$ cat src/rif_consts.vh
// rif_consts.vh: register map, field positions and reset values of the rgb insertion block
// assumes a 32-bit axi4-lite slave with one aligned word per register
`ifndef RIF_CONSTS_VH
`define RIF_CONSTS_VH

// register byte offsets
`define RIF_CTRL_OFS        8'h00
`define RIF_MON_OFS         8'h04
`define RIF_VID_OFS         8'h08
`define RIF_EXTA_OFS        8'h0C
`define RIF_EXTB_OFS        8'h10
`define RIF_IRQ_STAT_OFS    8'h14
`define RIF_IRQ_MASK_OFS    8'h18
`define RIF_SRC_OFS         8'h1C

// control register fields
`define RIF_CTRL_POL_BIT    0
`define RIF_CTRL_PRIO_BIT   1
`define RIF_CTRL_MONSEL_BIT 2
`define RIF_CTRL_OVER_BIT   3
`define RIF_CTRL_RST        4'h0

// monitor register fields
`define RIF_MON_STATIC_BIT  0
`define RIF_MON_DYN_BIT     1

// external gain register layout: brightness [7:0], contrast [15:8]
`define RIF_GAIN_RST        16'h8000
`define RIF_VID_RST         16'h0000

// interrupt status bits
`define RIF_IRQ_FALL_BIT    0
`define RIF_IRQ_SRC_BIT     1

// source selection codes
`define RIF_SRC_VIDEO       2'h0
`define RIF_SRC_A           2'h1
`define RIF_SRC_B           2'h2

// axi responses
`define RIF_RESP_OKAY       2'h0
`define RIF_RESP_SLVERR     2'h2

`endif

$ cat src/rif_rgb_insert.v
// rif_rgb_insert.v: rgb source select, fast blank monitor, half contrast, axi4-lite registers
// assumes all inputs synchronous to core_clk_i; colour words are digitised samples of the sources
//
// Functional notes
// - polarity 0: high blank picks its source
// - polarity 1: low blank picks its source
// - two clamped sources switched by fast blank
// - external source goes over or under video
// - separate brightness and contrast per source
// - two-bit monitor status readable by host
// - static bit follows monitored line directly
// - dynamic bit set by falling edge
// - host selects which blank line monitored
// - half contrast reduces video contrast
// - inserted sources keep full contrast
// - half contrast halves video output level
`timescale 1ns/1ps
`include "rif_consts.vh"

module rif_rgb_insert #(
	parameter CW = 10 // colour sample width
) (
	// clock and reset
	input  wire          core_clk_i,
	input  wire          arst_n_i,
	// internal video
	input  wire [CW-1:0] red_vid_i,
	input  wire [CW-1:0] green_vid_i,
	input  wire [CW-1:0] blue_vid_i,
	input  wire          vid_key_i,
	// external source a
	input  wire [CW-1:0] red_in_a_i,
	input  wire [CW-1:0] green_in_a_i,
	input  wire [CW-1:0] blue_in_a_i,
	// external source b
	input  wire [CW-1:0] red_in_b_i,
	input  wire [CW-1:0] green_in_b_i,
	input  wire [CW-1:0] blue_in_b_i,
	// insertion controls
	input  wire          fast_blank_in_a_i,
	input  wire          fast_blank_in_b_i,
	input  wire          half_contrast_in_i,
	input  wire          clamp_key_i,
	// main rgb out
	output reg  [CW-1:0] red_o,
	output reg  [CW-1:0] green_o,
	output reg  [CW-1:0] blue_o,
	output reg  [1:0]    src_o,
	// interrupt
	output wire          irq_o,
	// axi4-lite write address
	input  wire [7:0]    s_axi_awaddr,
	input  wire          s_axi_awvalid,
	output wire          s_axi_awready,
	// axi4-lite write data
	input  wire [31:0]   s_axi_wdata,
	input  wire [3:0]    s_axi_wstrb,
	input  wire          s_axi_wvalid,
	output wire          s_axi_wready,
	// axi4-lite write response
	output reg  [1:0]    s_axi_bresp,
	output reg           s_axi_bvalid,
	input  wire          s_axi_bready,
	// axi4-lite read address
	input  wire [7:0]    s_axi_araddr,
	input  wire          s_axi_arvalid,
	output wire          s_axi_arready,
	// axi4-lite read data
	output reg  [31:0]   s_axi_rdata,
	output reg  [1:0]    s_axi_rresp,
	output reg           s_axi_rvalid,
	input  wire          s_axi_rready
);

	////////////////////////////////////////////////////////////////////////////////
	// functions

	// scale sample by 8-bit gain (0x80 = unity), add offset, saturate
	function [CW-1:0] scale;
		input [CW-1:0] s;
		input [7:0]    g;
		input [7:0]    o;
		reg   [CW+8:0] p;
		begin
			p = ({9'h000, s} * {{CW{1'b0}}, 1'b0, g}) >> 7;
			p = p + {{(CW+1){1'b0}}, o};
			if (p > {9'h000, {CW{1'b1}}}) begin
				scale = {CW{1'b1}}; // clip at full scale
			end else begin
				scale = p[CW-1:0];
			end
		end
	endfunction

	// source decode from fast blank levels and settings
	function [1:0] pick;
		input a, b, pol, prio;
		reg   ea, eb;
		begin
			ea = a ^ pol; // active level after polarity
			eb = b ^ pol;
			if (ea && eb) begin
				pick = prio ? `RIF_SRC_B : `RIF_SRC_A;
			end else if (ea) begin
				pick = `RIF_SRC_A;
			end else if (eb) begin
				pick = `RIF_SRC_B;
			end else begin
				pick = `RIF_SRC_VIDEO;
			end
		end
	endfunction

	////////////////////////////////////////////////////////////////////////////////
	// registers

	reg  [3:0]    ctrl;        // polarity, priority, monitor select, overlay
	reg  [15:0]   vid_gain;    // video brightness / contrast
	reg  [15:0]   gain_a;      // source a brightness / contrast
	reg  [15:0]   gain_b;      // source b brightness / contrast
	reg  [1:0]    irq_stat;    // sticky events
	reg  [1:0]    irq_mask;    // enables
	reg           dyn_flag;    // falling edge latch
	reg  [1:0]    fb_a_s;      // blank a synchroniser
	reg  [1:0]    fb_b_s;      // blank b synchroniser
	reg  [1:0]    hc_s;        // half contrast synchroniser
	reg           mon_d;       // delayed monitored level
	reg  [CW-1:0] clamp_a [0:2]; // per-colour clamp levels source a
	reg  [CW-1:0] clamp_b [0:2]; // per-colour clamp levels source b
	reg  [1:0]    src_prev;    // last selection, for change event

	wire          pol   = ctrl[`RIF_CTRL_POL_BIT];
	wire          prio  = ctrl[`RIF_CTRL_PRIO_BIT];
	wire          msel  = ctrl[`RIF_CTRL_MONSEL_BIT];
	wire          over  = ctrl[`RIF_CTRL_OVER_BIT];
	wire          fb_a  = fb_a_s[1];
	wire          fb_b  = fb_b_s[1];
	wire          hc    = hc_s[1];
	wire          mon   = msel ? fb_b : fb_a;
	wire          fall  = mon_d & ~mon;

	////////////////////////////////////////////////////////////////////////////////
	// axi4-lite slave: one write and one read at a time

	reg           aw_got;      // address held
	reg           w_got;       // data held
	reg  [7:0]    aw_q;
	reg  [31:0]   w_q;
	reg  [3:0]    ws_q;
	wire          do_wr = aw_got & w_got & ~s_axi_bvalid;
	wire          rd_go = s_axi_arvalid & s_axi_arready;
	wire          rd_mon = rd_go & (s_axi_araddr == `RIF_MON_OFS);
	wire          rd_stat = rd_go & (s_axi_araddr == `RIF_IRQ_STAT_OFS);

	assign s_axi_awready = ~aw_got & ~s_axi_bvalid;
	assign s_axi_wready  = ~w_got & ~s_axi_bvalid;
	assign s_axi_arready = ~s_axi_rvalid;

	// byte-lane merge of a 16-bit register
	function [15:0] merge;
		input [15:0] old;
		input [31:0] d;
		input [3:0]  st;
		begin
			merge = {st[1] ? d[15:8] : old[15:8], st[0] ? d[7:0] : old[7:0]};
		end
	endfunction

	// write channel capture and register writes
	always @(posedge core_clk_i or negedge arst_n_i) begin
		if (!arst_n_i) begin
			aw_got       <= 1'b0;
			w_got        <= 1'b0;
			aw_q         <= 8'h00;
			w_q          <= 32'h0000_0000;
			ws_q         <= 4'h0;
			s_axi_bvalid <= 1'b0;
			s_axi_bresp  <= `RIF_RESP_OKAY;
			ctrl         <= `RIF_CTRL_RST;
			vid_gain     <= `RIF_VID_RST;
			gain_a       <= `RIF_GAIN_RST;
			gain_b       <= `RIF_GAIN_RST;
			irq_mask     <= 2'h0;
		end else begin
			if (s_axi_awvalid && s_axi_awready) begin
				aw_got <= 1'b1;
				aw_q   <= s_axi_awaddr;
			end
			if (s_axi_wvalid && s_axi_wready) begin
				w_got <= 1'b1;
				w_q   <= s_axi_wdata;
				ws_q  <= s_axi_wstrb;
			end
			if (do_wr) begin
				aw_got       <= 1'b0;
				w_got        <= 1'b0;
				s_axi_bvalid <= 1'b1;
				s_axi_bresp  <= `RIF_RESP_OKAY;
				case (aw_q)
					`RIF_CTRL_OFS: begin
						if (ws_q[0]) ctrl <= w_q[3:0];
					end
					`RIF_VID_OFS:      vid_gain <= merge(vid_gain, w_q, ws_q);
					`RIF_EXTA_OFS:     gain_a   <= merge(gain_a, w_q, ws_q);
					`RIF_EXTB_OFS:     gain_b   <= merge(gain_b, w_q, ws_q);
					`RIF_IRQ_MASK_OFS: begin
						if (ws_q[0]) irq_mask <= w_q[1:0];
					end
					`RIF_MON_OFS, `RIF_IRQ_STAT_OFS, `RIF_SRC_OFS: ; // read only, ignored
					default:           s_axi_bresp <= `RIF_RESP_SLVERR; // unmapped
				endcase
			end else if (s_axi_bvalid && s_axi_bready) begin
				s_axi_bvalid <= 1'b0;
			end
		end
	end

	// read channel: data registered one cycle after address taken
	always @(posedge core_clk_i or negedge arst_n_i) begin
		if (!arst_n_i) begin
			s_axi_rvalid <= 1'b0;
			s_axi_rdata  <= 32'h0000_0000;
			s_axi_rresp  <= `RIF_RESP_OKAY;
		end else if (rd_go) begin
			s_axi_rvalid <= 1'b1;
			s_axi_rresp  <= `RIF_RESP_OKAY;
			case (s_axi_araddr)
				`RIF_CTRL_OFS:     s_axi_rdata <= {28'h0000000, ctrl};
				`RIF_MON_OFS:      s_axi_rdata <= {30'h00000000, dyn_flag, mon};
				`RIF_VID_OFS:      s_axi_rdata <= {16'h0000, vid_gain};
				`RIF_EXTA_OFS:     s_axi_rdata <= {16'h0000, gain_a};
				`RIF_EXTB_OFS:     s_axi_rdata <= {16'h0000, gain_b};
				`RIF_IRQ_STAT_OFS: s_axi_rdata <= {30'h00000000, irq_stat};
				`RIF_IRQ_MASK_OFS: s_axi_rdata <= {30'h00000000, irq_mask};
				`RIF_SRC_OFS:      s_axi_rdata <= {30'h00000000, src_o};
				default: begin
					s_axi_rdata <= 32'h0000_0000;
					s_axi_rresp <= `RIF_RESP_SLVERR;
				end
			endcase
		end else if (s_axi_rvalid && s_axi_rready) begin
			s_axi_rvalid <= 1'b0;
		end
	end

	////////////////////////////////////////////////////////////////////////////////
	// input sync, monitor and events

	// two-stage sync; monitor reads only the second stage
	always @(posedge core_clk_i or negedge arst_n_i) begin
		if (!arst_n_i) begin
			fb_a_s   <= 2'h0;
			fb_b_s   <= 2'h0;
			hc_s     <= 2'h0;
			mon_d    <= 1'b0;
			dyn_flag <= 1'b0;
			irq_stat <= 2'h0;
			src_prev <= `RIF_SRC_VIDEO;
		end else begin
			fb_a_s   <= {fb_a_s[0], fast_blank_in_a_i};
			fb_b_s   <= {fb_b_s[0], fast_blank_in_b_i};
			hc_s     <= {hc_s[0], half_contrast_in_i};
			mon_d    <= mon;
			src_prev <= src_o;
			// edge wins over read clear
			if (fall) begin
				dyn_flag <= 1'b1;
			end else if (rd_mon) begin
				dyn_flag <= 1'b0;
			end
			irq_stat[`RIF_IRQ_FALL_BIT] <= fall | (irq_stat[`RIF_IRQ_FALL_BIT] & ~rd_stat);
			irq_stat[`RIF_IRQ_SRC_BIT]  <= (src_prev != src_o) | (irq_stat[`RIF_IRQ_SRC_BIT] & ~rd_stat);
		end
	end

	assign irq_o = |(irq_stat & irq_mask);

	////////////////////////////////////////////////////////////////////////////////
	// key clamp and video path

	// sample each source's black level during the clamp key
	always @(posedge core_clk_i or negedge arst_n_i) begin
		if (!arst_n_i) begin
			clamp_a[0] <= {CW{1'b0}};
			clamp_a[1] <= {CW{1'b0}};
			clamp_a[2] <= {CW{1'b0}};
			clamp_b[0] <= {CW{1'b0}};
			clamp_b[1] <= {CW{1'b0}};
			clamp_b[2] <= {CW{1'b0}};
		end else if (clamp_key_i) begin
			clamp_a[0] <= red_in_a_i;
			clamp_a[1] <= green_in_a_i;
			clamp_a[2] <= blue_in_a_i;
			clamp_b[0] <= red_in_b_i;
			clamp_b[1] <= green_in_b_i;
			clamp_b[2] <= blue_in_b_i;
		end
	end

	// remove clamp level without underflow
	function [CW-1:0] unclamp;
		input [CW-1:0] s;
		input [CW-1:0] c;
		begin
			unclamp = (s > c) ? s - c : {CW{1'b0}};
		end
	endfunction

	reg  [1:0]    next_src;
	reg  [CW-1:0] next_r;
	reg  [CW-1:0] next_g;
	reg  [CW-1:0] next_b;
	reg  [1:0]    sel;

	// source choice and level shaping
	always @* begin
		sel = pick(fb_a, fb_b, pol, prio);
		// underlay: video key wins over the external source
		if (!over && vid_key_i) begin
			next_src = `RIF_SRC_VIDEO;
		end else begin
			next_src = sel;
		end
		case (next_src)
			`RIF_SRC_A: begin // full contrast regardless of half contrast
				next_r = scale(unclamp(red_in_a_i, clamp_a[0]), gain_a[15:8], gain_a[7:0]);
				next_g = scale(unclamp(green_in_a_i, clamp_a[1]), gain_a[15:8], gain_a[7:0]);
				next_b = scale(unclamp(blue_in_a_i, clamp_a[2]), gain_a[15:8], gain_a[7:0]);
			end
			`RIF_SRC_B: begin
				next_r = scale(unclamp(red_in_b_i, clamp_b[0]), gain_b[15:8], gain_b[7:0]);
				next_g = scale(unclamp(green_in_b_i, clamp_b[1]), gain_b[15:8], gain_b[7:0]);
				next_b = scale(unclamp(blue_in_b_i, clamp_b[2]), gain_b[15:8], gain_b[7:0]);
			end
			default: begin // video, halved inside the half contrast box
				next_r = scale(red_vid_i, vid_gain[15:8] ^ 8'h80, vid_gain[7:0]) >> hc;
				next_g = scale(green_vid_i, vid_gain[15:8] ^ 8'h80, vid_gain[7:0]) >> hc;
				next_b = scale(blue_vid_i, vid_gain[15:8] ^ 8'h80, vid_gain[7:0]) >> hc;
			end
		endcase
	end

	// registered outputs; no timing correction of external inputs
	always @(posedge core_clk_i or negedge arst_n_i) begin
		if (!arst_n_i) begin
			red_o   <= {CW{1'b0}};
			green_o <= {CW{1'b0}};
			blue_o  <= {CW{1'b0}};
			src_o   <= `RIF_SRC_VIDEO;
		end else begin
			red_o   <= next_r;
			green_o <= next_g;
			blue_o  <= next_b;
			src_o   <= next_src;
		end
	end

endmodule

$ cat config.mk
export PLATFORM = sky130hd
export DESIGN_NAME = rif_rgb_insert
export DESIGN_NICKNAME = d
export VERILOG_FILES = /design/src/rif_rgb_insert.v
export VERILOG_INCLUDE_DIRS = /design/src /design/src/src
export SDC_FILE = /design/constraint.sdc
export NUM_CORES = 2
export LEC_CHECK = 0
export CORE_UTILIZATION = 42
export DETAILED_ROUTE_END_ITERATION = 8
export DONT_BUFFER_PORTS = 1
export PLACE_DENSITY = 0.53
export SYNTH_ARGS = -nofsm -noshare
export SYNTH_HDL_FRONTEND = slang
export SYNTH_SLANG_ARGS = --single-unit
$ cat constraint.sdc
create_clock -name core_clk_i -period 9.8 [get_ports core_clk_i]
set_clock_uncertainty 0.15 [all_clocks]
set_input_delay 1.47 -clock core_clk_i [delete_from_list [all_inputs] [get_ports core_clk_i]]
set_output_delay 1.47 -clock core_clk_i [all_outputs]
set_load 0.005 [all_outputs]
==> impl_metrics.csv <==
group,metric,value,unit
sta,worst_slew_pin_slew,1138,ps
setup_path,cp_slowest_cell,"fa_1",
clock_network,clkSinkCount,206,
sta,timing.final.crit_share,95.13,%
global_route,grt_first_pass_wirelength,167400,um
logic_synthesis,netlist.area_leader.share,23.50,%
floorplanning,coreArea,87430,um2
sta,min_period,9323,ps
logic_synthesis,yosys.area.top_type,"fa_1",
logic_synthesis,async_flop_share,100.0,%
placement,io_buffers,0,
sta,max_freq,0.1073,GHz
power_and_ir_drop,finalPower,5149,uW
logic_synthesis,avgSynthCellArea,8.790,um2
clock_network,root_buffer,"clkbuf_16",
global_route,grt_pass1_vias,30430,
clock_network,cts_tree,"built",
logic_synthesis,synth_flop_cell,"dfrtp_1",
flow_run,cap_violations,0,
setup_path,reg2reg_slack,1000,ps
setup_path,cp_max_fo,5,
floorplanning,die-area,90040,um2
clock_network,cts_inserted_buffers,26,
global_route,grt_max_degree,207,
setup_path,end_kind,"flip-flop",
logic_synthesis,ys_types,87,
cells_and_area,layout-drive-gt1-share,9.843,%
setup_path,cpPeakStageDelay,560,ps
cells_and_area,final_cell_mix,"inv_1, ha_1, fa_1",
floorplanning,die_h,300.1,um
floorplanning,start_util,42.68,%
clock_network,clk_pin_slew,70,ps
route,wirelength,102400,um
logic_synthesis,netlist_area,37310,um2
floorplanning,io_pins,228,
power_and_ir_drop,ir_drop,0.1507,mV
global_route,grt_overflow,0,
clock_network,cts_buffer_depth,3,
sta,setup_violations,0,
logic_synthesis,yosysWarnings,0,
setup_path,cpMostUsedCell,"fa_1",
setup_path,worstPathArrival,9680,ps
cells_and_area,final_util,46.99,%
placement,place_ws,-213.9,ps
sta,hold_viol_final,0,
route,drc,0,
logic_synthesis,netlist_top_cells_area,"fa_1, ha_1, dfrtp_1",
setup_path,cp.required,10160,ps
sta,rsz0062_at_grt,"no",
clock_network,htreeDepth,1,
route,via_per_inst,5.311,
cells_and_area,final_nets,5432,
global_route,antenna_found_initial,11,
power_and_ir_drop,power.density,125.3,nW/um2
route,drtAntennaViolNets,0,
setup_path,crit_type,"input pin to flip-flop",
sta,tns,0,ps
power_and_ir_drop,p_leak,0.02135,uW
clock_network,post_cts_buffers,0,
logic_synthesis,synthCells,4245,
placement,dp_hpwl,83230,um
floorplanning,rows,108,
global_route,grt_usage,23.43,%
route,vias,29530,
logic_synthesis,ys_ff_latch,206,
floorplanning,fp.dieW,300.1,um
sta,slew_headroom,23.82,%
sta,fin_ws,477.5,ps
route,wl_per_cell,18.42,um
logic_synthesis,yosysSeqAreaShare,13.82,%
sta,drv_slew,0,
clock_network,insertion_delay,610,ps
run_status,status,"finished clean",
setup_path,startpoint_type,"input pin",
hold_path,worst_hold_path_type,"flip-flop to flip-flop",
cells_and_area,area_delta_synth_final,10.10,%
cells_and_area,final_common_cell,"inv_1",
placement,gp_congestion,0.8957,
route,drt-initial-drc-count,1562,
logic_synthesis,synth_edf_count,0,
route,first_pass_iters,6,
[metrics by stage]
step / cell area (um2) / cells / hold slack (ps)
floorplan: 37380 / 4262 / 181.2
global placement: 39990 / 5506 / 185.0
detailed placement: 39990 / 5506 / 184.7
CTS: 41030 / 5554 / 198.6
global route: 41080 / 5558 / 202.6
finish: 41080 / 5560 / 197.5
[worst paths after layout]
kind,depth (start not counted),endpoint,from
min in group asynchronous,0,clamp_b[1],arst_n_i
max reg2reg,37,green_o[3],clamp_b[10]
max,37,blue_o[5],blue_in_b_i[0]
max in group asynchronous,0,s_axi_rdata[14],arst_n_i
min reg2reg,0,hc_s[1],hc_s[0]
min,0,hc_s[1],hc_s[0]
[worst max-delay path, delay by kind of cell]
family,cells,cell delay [ps]
fa+ha+maj,8,3330
simple gates,8,890
compound gates,12,2740
xor+xnor,1,330
buf+inv,8,910
[per-layer routing]
layer  global-route usage [%]  up-vias  part of all wire, %
li1                         -    14320                    -
met1                    33.21    14590                   47
met2                    37.36      535                   45
met3                    4.668       78                  6.1
met4                    3.802        8                  1.5
met5                        0        -                0.059
[cells in the mapped netlist (103+ instances only)]
cell type,instances
a21oi_1,155
and2_1,419
clkbuf_1,120
dfrtp_1,204
fa_1,438
ha_1,461
inv_1,581
mux2_2,107
nand2_1,394
nor2_1,200
o21ai_0,222
xnor2_1,103
[logic make-up (layout without fill, tap and decap cells)]
| logic type | Yosys count | after routing | share of synthesized area, % |
|---|---|---|---|
| XOR/XNOR | 163 | 163 | 3.846 |
| multiplexers | 128 | 128 | 3.839 |
| buffers and inverters | 728 | 865 | 7.514 |
| AO/OA/AOI/OAI | 704 | 704 | 12.18 |
| AND/OR/NAND/NOR | 1414 | 1414 | 19.78 |
| other | 1 | 24 | 0.01005 |
| adder cells (fa/ha/maj) | 901 | 901 | 39.01 |
| flip-flops | 206 | 206 | 13.82 |
[what timing repair did]
action	CTS	global route
resized for setup	0	10
hold buffers	0	0
endpoints found under the setup margin	0	11
[area by class of cell]
type | instances | area, um2
fillers | 8556 | 46340
multi-input cells | 3328 | 29480
flip-flops and latches | 206 | 5157
inverters | 581 | 2181
repair buffers | 236 | 1772
well taps | 1155 | 1445
clock buffers | 28 | 668.1
clock inverters | 20 | 367.9
diodes | 6 | 15.01
[sequential cells by signal, indices dropped and copies added, names as in the netlist, 2 cells and up]
signal,cells
green_o,10
ws_q,2
hc_s,2
gain_a,16
irq_stat,2
clamp_a,30
s_axi_rdata,16
aw_q,8
ctrl,4
src_prev,2
red_o,10
fb_b_s,2
clamp_b,30
gain_b,16
src_o,2
blue_o,10
fb_a_s,2
vid_gain,16
irq_mask,2
w_q,16
[power by group]
part | leakage, uW | internal (uW) | switching (uW) | total, uW
combinational | 0.0183 | 1120 | 1550 | 2670
clock | 0.000493 | 719 | 465 | 1180
sequential | 0.00257 | 1030 | 257 | 1290
total | 0.0214 | 2880 | 2270 | 5150
Note: power is estimated with default switching activity, not from simulation.
